===== config.mk =====
export PLATFORM = sky130hd
export DESIGN_NAME = smspi_top
export DESIGN_NICKNAME = d
export VERILOG_FILES = /design/src/hw/smspi_pkg.sv /design/src/hw/smspi_buf.sv /design/src/hw/smspi_sync.sv /design/src/hw/smspi_top.sv
export SDC_FILE = /design/constraint.sdc
export NUM_CORES = 1
export LEC_CHECK = 0
export BUFFER_PORTS_ARGS = -buffer_cell sky130_fd_sc_hd__clkbuf_2
export CAP_MARGIN = 10
export CORE_UTILIZATION = 52
export CTS_CLUSTER_DIAMETER = 60
export DETAILED_ROUTE_END_ITERATION = 16
export PLACE_DENSITY = 0.76
export SLEW_MARGIN = 20
export SYNTH_ARGS = -nofsm -noshare
export SYNTH_HDL_FRONTEND = slang
export SYNTH_SLANG_ARGS = --single-unit

===== constraint.sdc =====
create_clock -name clk_sys -period 2.15 [get_ports clk_sys]
set_input_delay 0.1075 -clock clk_sys [delete_from_list [all_inputs] [get_ports clk_sys]]
set_output_delay 0.1075 -clock clk_sys [all_outputs]
set_load 0.005 [all_outputs]

===== src/hw/smspi_pkg.sv =====
// Package of shared constants for the serial master engine.
// Assumes a single system clock domain; the top and the bench refer to it by scope.
package smspi_pkg;
    localparam int unsigned CLK_HZ = 10_000_000;
    localparam int unsigned BYTE_BITS = 8;
    localparam logic [2:0] RATE_EXT = 3'h7;
    // Control register field positions.
    localparam int unsigned CTL_RATE2 = 7;
    localparam int unsigned CTL_ENABLE = 6;
    localparam int unsigned CTL_RSVD1 = 4;
    localparam int unsigned CTL_CLOCK_POLARITY_BIT = 3;
    localparam int unsigned CTL_CLOCK_PHASE_BIT = 2;
    localparam int unsigned CTL_RATE1 = 1;
    localparam int unsigned CTL_RATE0 = 0;
    localparam logic [7:0] CTL_RESET = 8'h14;
    // Status register field positions.
    localparam int unsigned STA_DONE = 7;
    localparam int unsigned STA_WRITE_COLLISION_FLAG = 6;
    localparam int unsigned STA_MODE_FAULT_FLAG = 4;
    localparam logic [7:0] DATA_RESET = 8'h00;
    localparam logic [6:0] DIV_RESET = 7'h00;
    localparam logic [3:0] EDGE_RESET = 4'h0;
endpackage : smspi_pkg


===== src/hw/smspi_buf.sv =====
// Two-entry valid/ready buffer between the shift engine and the receiver.
// Assumes both sides are on clk_sys.
`timescale 1ns/1ps
module smspi_buf #(
    parameter int unsigned WIDTH = 8,
    parameter int unsigned DEPTH = 2
) (
    // Clock and reset
    input wire logic clk_sys,
    input wire logic rst_n,
    // Fill side
    input wire logic in_valid,
    output logic in_ready,
    input wire logic [WIDTH-1:0] in_data,
    // Drain side
    output logic out_valid,
    input wire logic out_ready,
    output logic [WIDTH-1:0] out_data
);
    localparam int unsigned PW = $clog2(DEPTH);
    typedef struct packed {
        logic [DEPTH-1:0][WIDTH-1:0] mem;
        logic [PW-1:0] wp;
        logic [PW-1:0] rp;
        logic [PW:0] cnt;
    } smspi_buf_s;
    smspi_buf_s state_r;
    smspi_buf_s state_nxt;
    logic push;
    logic pop;

    always_comb begin
        push = in_valid && in_ready;
        pop = out_valid && out_ready;
        state_nxt = state_r;
        if (push) begin
            state_nxt.mem[state_r.wp] = in_data;
            state_nxt.wp = (state_r.wp == PW'(DEPTH - 1)) ? '0 : state_r.wp + 1'b1;
        end
        if (pop) begin
            state_nxt.rp = (state_r.rp == PW'(DEPTH - 1)) ? '0 : state_r.rp + 1'b1;
        end
        state_nxt.cnt = state_r.cnt + {{PW{1'b0}}, push} - {{PW{1'b0}}, pop};
    end

    always_ff @(posedge clk_sys or negedge rst_n) begin
        if (!rst_n) begin
            state_r <= '0;
        end else begin
            state_r <= state_nxt;
        end
    end

    assign in_ready = (state_r.cnt != (PW + 1)'(DEPTH));
    assign out_valid = (state_r.cnt != '0);
    assign out_data = state_r.mem[state_r.rp];
endmodule : smspi_buf


===== src/hw/smspi_sync.sv =====
// Three-stage synchroniser for a pin input with a two-stage agreement filter.
// Assumes the input is asynchronous to clk_sys.
`timescale 1ns/1ps
module smspi_sync #(
    parameter logic RESET_VAL = 1'b1
) (
    // Clock and reset
    input wire logic clk_sys,
    input wire logic reset_n,
    // Pin in, filtered level out
    input wire logic pin_in,
    output logic level_out
);
    typedef struct packed {
        logic [2:0] stage;
        logic level;
    } smspi_sync_s;
    smspi_sync_s state_r;
    smspi_sync_s state_nxt;

    // The first stage only feeds the second, keeping metastability contained.
    always_comb begin
        state_nxt = state_r;
        state_nxt.stage = {state_r.stage[1:0], pin_in};
        if (state_r.stage[2] == state_r.stage[1]) begin
            state_nxt.level = state_r.stage[2];
        end
    end

    always_ff @(posedge clk_sys or negedge reset_n) begin
        if (!reset_n) begin
            state_r <= {{3{RESET_VAL}}, RESET_VAL};
        end else begin
            state_r <= state_nxt;
        end
    end

    assign level_out = state_r.level;
endmodule : smspi_sync


===== src/hw/smspi_top.sv =====
// Master-only serial port engine with control, status and data registers as plain ports.
// Assumes a core that issues one-cycle access strobes on clk_sys; select and
// data-in arrive from pins and are synchronised here.
// What this block does
// - Master only; one control register sets up.
// - Shift out and in on one clock.
// - Data write starts exchange when shifter idle.
// - Eighth bit sets done, latches receive byte.
// - Done clears on status read, data read.
// - Select low halts exchange when the select check is disabled; data kept.
// - Polarity only sets serial clock idle level.
// - Phase picks sampling and shifting edges.
// - Phase 0: first edge captures MSB.
// - Phase 1: master drives on first edge.
// - Select low as master sets fault.
// - Fault: request, clear enable and master.
// - Fault clears on status read, control write.
// - Busy data write flags collision only.
// - Collision clears on status, then data access.
// - Uncleared done keeps first byte; no overrun.
// - Done flag drives transmit interrupt request.
// - Fault drives error request unless check disabled.
// - Bytes travel MSB first on both lines.
// - Exactly eight serial clocks per byte.
// - Rate field divides by 2..128 or external.
`timescale 1ns/1ps
module smspi_top (
    // Clock and reset
    input wire logic clk_sys,
    input wire logic reset_n,
    // Control register access
    input wire logic ctrl_wr,
    input wire logic [7:0] ctrl_wdata,
    output logic [7:0] serial_ctrl_reg,
    // Status register access
    input wire logic status_rd,
    output logic [7:0] serial_status_reg,
    // Data register access
    input wire logic data_wr,
    input wire logic data_rd,
    input wire logic [7:0] data_wdata,
    output logic [7:0] serial_data_reg,
    // Configuration
    input wire logic select_check_disable,
    // External baud generator tick
    input wire logic ext_rate_tick,
    // Serial pins
    output logic sck_out,
    output logic mosi_out,
    input wire logic miso_in,
    input wire logic ss_n_in,
    // Interrupt requests
    output logic tx_irq,
    output logic err_irq
);
    typedef enum logic [2:0] {
        SM_IDLE = 3'b001,
        SM_RUN = 3'b010,
        SM_HALT = 3'b100
    } smspi_state_e;

    typedef struct packed {
        smspi_state_e st;
        logic [7:0] ctrl;
        logic master_sel;
        logic done;
        logic write_collision_flag;
        logic mode_fault_flag;
        logic done_armed;
        logic write_collision_flag_armed;
        logic mode_fault_flag_armed;
        logic [7:0] shreg;
        logic [7:0] rxbuf;
        logic [6:0] div;
        logic [3:0] edges;
        logic sck;
        logic mosi;
        logic ss_prev;
    } smspi_s;

    smspi_s state_r;
    smspi_s state_nxt;
    logic [1:0] rst_sync_r;
    logic rst_n;
    logic ss_n_s;
    logic miso_s;
    logic [6:0] div_max;
    logic half_tick;
    logic lead_edge;
    logic rx_ready;
    logic rx_valid;
    logic [7:0] rx_data;
    logic sent_valid;
    logic [2:0] rate;

    always_ff @(posedge clk_sys or negedge reset_n) begin
        if (!reset_n) begin
            rst_sync_r <= 2'h0;
        end else begin
            rst_sync_r <= {rst_sync_r[0], 1'b1};
        end
    end
    assign rst_n = rst_sync_r[1];

    smspi_sync #(.RESET_VAL(1'b1)) u_ss_sync (
        .clk_sys(clk_sys),
        .reset_n(rst_n),
        .pin_in(ss_n_in),
        .level_out(ss_n_s)
    );

    smspi_sync #(.RESET_VAL(1'b0)) u_miso_sync (
        .clk_sys(clk_sys),
        .reset_n(rst_n),
        .pin_in(miso_in),
        .level_out(miso_s)
    );

    // Received bytes pass a small buffer that drains every cycle; its out_ready is tied high.
    smspi_buf #(.WIDTH(8), .DEPTH(2)) u_rx_buf (
        .clk_sys(clk_sys),
        .rst_n(rst_n),
        .in_valid(sent_valid),
        .in_ready(rx_ready),
        .in_data(state_nxt.shreg),
        .out_valid(rx_valid),
        .out_ready(1'b1),
        .out_data(rx_data)
    );

    assign rate = {state_r.ctrl[smspi_pkg::CTL_RATE2], state_r.ctrl[smspi_pkg::CTL_RATE1],
        state_r.ctrl[smspi_pkg::CTL_RATE0]};

    // Half a serial period is the divisor over two internal clocks.
    always_comb begin
        div_max = 7'h00;
        for (int i = 0; i < 7; i++) begin
            if (rate == 3'(i)) begin
                div_max = 7'((1 << i) - 1);
            end
        end
    end

    assign half_tick = (rate == smspi_pkg::RATE_EXT) ? ext_rate_tick
        : (state_r.div == div_max);
    // Odd half-periods leave idle; with phase 0 they sample, with phase 1 they shift.
    assign lead_edge = ~state_r.edges[0];

    always_comb begin
        state_nxt = state_r;
        sent_valid = 1'b0;
        state_nxt.ss_prev = ss_n_s;

        // A falling select while master is a fault; checking can be disabled.
        if (state_r.ss_prev && !ss_n_s && state_r.master_sel && !select_check_disable) begin
            state_nxt.mode_fault_flag = 1'b1;
            state_nxt.ctrl[smspi_pkg::CTL_ENABLE] = 1'b0;
            state_nxt.master_sel = 1'b0;
        end

        unique case (state_r.st)
            SM_IDLE: begin
                state_nxt.sck = state_r.ctrl[smspi_pkg::CTL_CLOCK_POLARITY_BIT];
                state_nxt.div = smspi_pkg::DIV_RESET;
                state_nxt.edges = smspi_pkg::EDGE_RESET;
                if (data_wr && state_r.ctrl[smspi_pkg::CTL_ENABLE] && state_r.master_sel) begin
                    state_nxt.shreg = data_wdata;
                    state_nxt.st = SM_RUN;
                    // Phase 0 presents the MSB before the first edge.
                    if (!state_r.ctrl[smspi_pkg::CTL_CLOCK_PHASE_BIT]) begin
                        state_nxt.mosi = data_wdata[7];
                    end
                end
            end
            SM_RUN: begin
                if (data_wr) begin
                    state_nxt.write_collision_flag = 1'b1;
                end
                if (!state_r.ctrl[smspi_pkg::CTL_ENABLE]) begin
                    state_nxt.st = SM_IDLE;
                end else if (!ss_n_s) begin
                    state_nxt.st = SM_HALT;
                end else if (half_tick) begin
                    state_nxt.div = smspi_pkg::DIV_RESET;
                    state_nxt.sck = ~state_r.sck;
                    state_nxt.edges = state_r.edges + 4'h1;
                    if (lead_edge == !state_r.ctrl[smspi_pkg::CTL_CLOCK_PHASE_BIT]) begin
                        state_nxt.shreg = {state_r.shreg[6:0], miso_s};
                    end else if (state_r.ctrl[smspi_pkg::CTL_CLOCK_PHASE_BIT] || state_r.edges != 4'h0) begin
                        state_nxt.mosi = state_r.ctrl[smspi_pkg::CTL_CLOCK_PHASE_BIT]
                            ? state_r.shreg[7] : state_r.shreg[7];
                    end
                    if (state_r.edges == 4'(2 * smspi_pkg::BYTE_BITS - 1)) begin
                        state_nxt.st = SM_IDLE;
                        sent_valid = 1'b1;
                    end
                end else begin
                    state_nxt.div = state_r.div + 7'h01;
                end
            end
            SM_HALT: begin
                state_nxt.sck = state_r.ctrl[smspi_pkg::CTL_CLOCK_POLARITY_BIT];
                if (!state_r.ctrl[smspi_pkg::CTL_ENABLE]) begin
                    state_nxt.st = SM_IDLE;
                end else if (ss_n_s) begin
                    state_nxt.st = SM_RUN;
                end
            end
            default: begin
                state_nxt.st = SM_IDLE;
            end
        endcase

        // The first byte after a clear stays; later ones are dropped silently.
        if (rx_valid && !state_r.done) begin
            state_nxt.done = 1'b1;
            state_nxt.rxbuf = rx_data;
        end

        // Clearing sequences: arm on status read, finish on the second access.
        if (status_rd) begin
            state_nxt.done_armed = state_r.done;
            state_nxt.write_collision_flag_armed = state_r.write_collision_flag;
            state_nxt.mode_fault_flag_armed = state_r.mode_fault_flag;
        end
        if (data_rd && state_r.done_armed && !(rx_valid && !state_r.done)) begin
            state_nxt.done = 1'b0;
            state_nxt.done_armed = 1'b0;
        end
        if ((data_rd || data_wr) && state_r.write_collision_flag_armed && !(state_r.st == SM_RUN && data_wr)) begin
            state_nxt.write_collision_flag = 1'b0;
            state_nxt.write_collision_flag_armed = 1'b0;
        end
        if (ctrl_wr) begin
            state_nxt.ctrl = ctrl_wdata;
            // The port stays off until the fault has been cleared.
            if (state_r.mode_fault_flag && !state_r.mode_fault_flag_armed) begin
                state_nxt.ctrl[smspi_pkg::CTL_ENABLE] = 1'b0;
            end
            if (state_r.mode_fault_flag_armed && state_nxt.mode_fault_flag == state_r.mode_fault_flag) begin
                state_nxt.mode_fault_flag = 1'b0;
                state_nxt.mode_fault_flag_armed = 1'b0;
                state_nxt.master_sel = 1'b1;
            end
        end
    end

    always_ff @(posedge clk_sys or negedge rst_n) begin
        if (!rst_n) begin
            state_r <= '{st: SM_IDLE, ctrl: smspi_pkg::CTL_RESET, master_sel: 1'b1,
                done: 1'b0, write_collision_flag: 1'b0, mode_fault_flag: 1'b0, done_armed: 1'b0, write_collision_flag_armed: 1'b0,
                mode_fault_flag_armed: 1'b0, shreg: smspi_pkg::DATA_RESET,
                rxbuf: smspi_pkg::DATA_RESET, div: smspi_pkg::DIV_RESET,
                edges: smspi_pkg::EDGE_RESET, sck: 1'b0, mosi: 1'b0, ss_prev: 1'b1};
        end else begin
            state_r <= state_nxt;
        end
    end

    assign serial_ctrl_reg = state_r.ctrl;
    assign serial_status_reg = {state_r.done, state_r.write_collision_flag, 1'b0, state_r.mode_fault_flag, 4'h0};
    assign serial_data_reg = state_r.rxbuf;
    assign sck_out = state_r.sck;
    assign mosi_out = state_r.mosi;
    assign tx_irq = state_r.done;
    assign err_irq = state_r.mode_fault_flag && !select_check_disable;
endmodule : smspi_top


==> qor.csv <==
stage;metric;value;unit
status;status;finished, violations left;
status;failing checks;setup timing;
timing;Final period util;106.4;%
yosys;cell with the most instances after synthesis;dfrtp_1;
floorplan;Die Span Y;91.15;um
power;peak supply drop;0.5174;mV
yosys;dominant cell type by area after synthesis;dfrtp_1;
drt;initial DRC count;233;
layout;Nets;490;
layout;max reg flops;27;
layout;Largest Register;state_r;
grt;initial antenna violation count;0;
floorplan;chip width;91.15;um
timing;Tmin final;2289;ps
yosys;Mapped Area;4133;um^2
placement;Post-Place Cell Area;4544;um^2
yosys;Synth top area share;41.78;%
cts;CTS tree;yes;
worst_setup_path;Slowest Stage Delay on Critical Path;390;ps
drt;drt drc;0;
yosys;post-synth cell types;55;
timing;unrepaired setup endpoints after global routing;true;
timing;endpoints failing setup;31;
yosys;most frequent cells after synthesis;dfrtp_1, nand2_1, mux2_2;
drt;via count of the routed design;3240;
yosys;Mean Syn Cell Area;10.52;um^2
drt;WL/cell;16.36;um
grt;GRT overflow;0;
yosys;dominant synthesized flop cell;dfrtp_1;
worst_setup_path;Crit path max-delay family;compound AO/OA/AOI/OAI gates;
cts;Clk Tree Root Cell;clkbuf_8;
placement;DP HPWL;6040;um
placement;port bufs;48;
yosys;post-synthesis simple-gate area fraction;14.68;%
worst_setup_path;crit path cell chain;or3_1, a31oi_1, nor3_2, buf_4, buf_6, o311ai_4, buf_6, nor2_2, mux2_2;
job;max-capacitance violation count;0;
timing;Final Hold Fails;0;
timing;Final Max Slew Viols;0;
yosys;Yosys Warn Count;0;
floorplan;die area;8308;um^2
grt;All-Layer GR Usage;23.23;%
yosys;largest family of logic cells by synthesized area;compound AO/OA/AOI/OAI gates;
layout;share of the core filled with cells;66.49;%
worst_setup_path;worst setup path class;reg2reg;
worst_setup_path;Slowest-stage cell, CP;dfrtp_1;
yosys;Post-synth EDFFs;0;
yosys;mux contribution to synthesized area;9.749;%
layout;# fillers;588;
cts;Num CTS Buffers;9;
cts;Clock Pin Slew Worst Setup and Hold Paths;80;ps
cts;htree depth;3;
layout;Area Overhead vs Synth;23.68;%
floorplan;# rows;32;
power;Leak Pwr;0.002383;uW
layout;final instance area;5111;um^2
worst_setup_path;CP bufs+invs;3;
worst_setup_path;crit-path max FO;9;
yosys;adder-cell share of the synthesized area;1.635;%
drt;1st-pass router iterations;4;
timing;Fmax;437.0;MHz
yosys;register area share after synthesis;47.50;%
worst_setup_path;WP data arrival;2530;ps
power;Pwr Density;835.3;nW/um^2
floorplan;num ports;54;
placement;GP Congestion;0.8920;
worst_setup_path;Worst EP required;2390;ps
power;Overall Power;4269;uW
yosys;Yosys reg bits;78;
layout;Top Registers;state_r x27, u_rx_buf.state_r x20;
yosys;Synth area leaders;dfrtp_1, mux2_2, dfstp_2;
drt;WL final;9294;um
cts;Clock Tree Buf Depth;2;
yosys;XOR/XNOR Fraction of Synth Area;0.8477;%
hold_path;worst hold path type;in2async;
timing;Setup Skew;8.916;ps
grt;first-pass GRT wire length;15220;um
cts;clock latency on the worst-skew pair;360;ps
yosys;ys async rst share;100.0;%
timing;hold_ws;56.19;ps
drt;ANT nets after route;0;
layout;share of layout cells above drive strength 1;36.70;%
cts;Clock Sink Count;78;
drt;via density per instance;5.704;
layout;ant diodes;0;
grt;largest net degree at the start of global routing;77;
yosys;Gate Count Post-Synth;393;
worst_setup_path;crit end category;flip-flop;
floorplan;Starting Density;53.76;%
yosys;compound-gate portion of the synthesized area;17.80;%
worst_setup_path;startpoint types;flip-flop;
worst_setup_path;Top cell by count, worst path;buf_6;
floorplan;placeable core area;7687;um^2
grt;vias in the first global route;3151;
timing;post-layout worst setup margin;-138.5;ps
## report_power, final
group | internal (uW) | total (uW) | switching, uW
Combinational | 681 | 1380 | 704
Clock | 450 | 988 | 537
Sequential | 1670 | 1900 | 230
Total | 2800 | 4270 | 1470
## timing repair
item                                    4_1_cts  5_1_grt
endpoints found under the setup margin       36       39
setup buffers                                 3        3
pin swaps                                     9       14
gates resized for setup                      38       18
hold endpoints to repair                     11        0
hold buffers                                 10        0
cloned                                        0        0
## cell usage in the layout, fill, tap and decap left out, drive strengths merged, types with 3 or more instances in the layout
cell / instances
dfrtp: 69
clkbuf: 59
buf: 42
nand2: 36
mux2: 26
o21ai: 24
o311ai: 18
nor2: 16
and3: 12
mux2i: 11
dlygate4sd3: 10
a21oi: 9
o31a: 9
dfstp: 9
inv: 8
nand2b: 8
a221o: 8
nor3: 7
a22o: 6
nand3: 6
conb: 6
a31oi: 5
nor2b: 4
and2: 4
o22ai: 4
clkinv: 4
nand4: 3
or2: 3
maj3: 3
ha: 3
nor4: 3
## metal layers
layer | track usage (%) | up-vias | share of wire, %
li1 | - | 1556 | -
met1 | 31.83 | 1592 | 46
met2 | 36.43 | 73 | 48
met3 | 4.355 | 19 | 3.8
met4 | 9.524 | 0 | 2.3
met5 | 0 | - | 0
## cell type report
cell class	count	area [um^2]	share of cell area (%)
Clock inverter	5	35.03	0.6854
Tap cell	102	127.6	2.497
Sequential cell	78	1966	38.46
Inverter	8	30.03	0.5875
Clock buffer	11	141.4	2.766
Timing Repair Buffer	100	698.2	13.66
Multi-Input combinational cell	264	2113	41.35
## logic make-up after synthesis
family	Yosys count
compound gates	100
xor+xnor	4
fa+ha+maj	6
buf+inv	55
flops	78
mux	37
other cells	2
simple gates	111
## through the flow
stage	worst slack, ps	setup TNS [ps]	cells
global route	-249.1	-6621	568
detailed placement	-265.6	-6358	536
floorplan	-296.3	-5020	397
finish	-138.5	-2817	568
global placement	-249.6	-5378	536
CTS	-107.2	-2640	565
## path summary, 6_finish.rpt
check                         startpoint                   end  slack (ps)  depth (start not counted)
max                           state_r[8]            state_r[7]        -140                          9
min                              reset_n         rst_sync_r[1]          60                          2
max reg2reg                   state_r[8]            state_r[7]        -140                          9
min reg2reg                rst_sync_r[1]  u_rx_buf.state_r[16]         280                          1
max in group asynchronous  rst_sync_r[1]    serial_ctrl_reg[0]        1480                          1
min in group clk_sys             data_rd                tx_irq          60                          4
No activity file was read; power rests on OpenSTA's default activity.
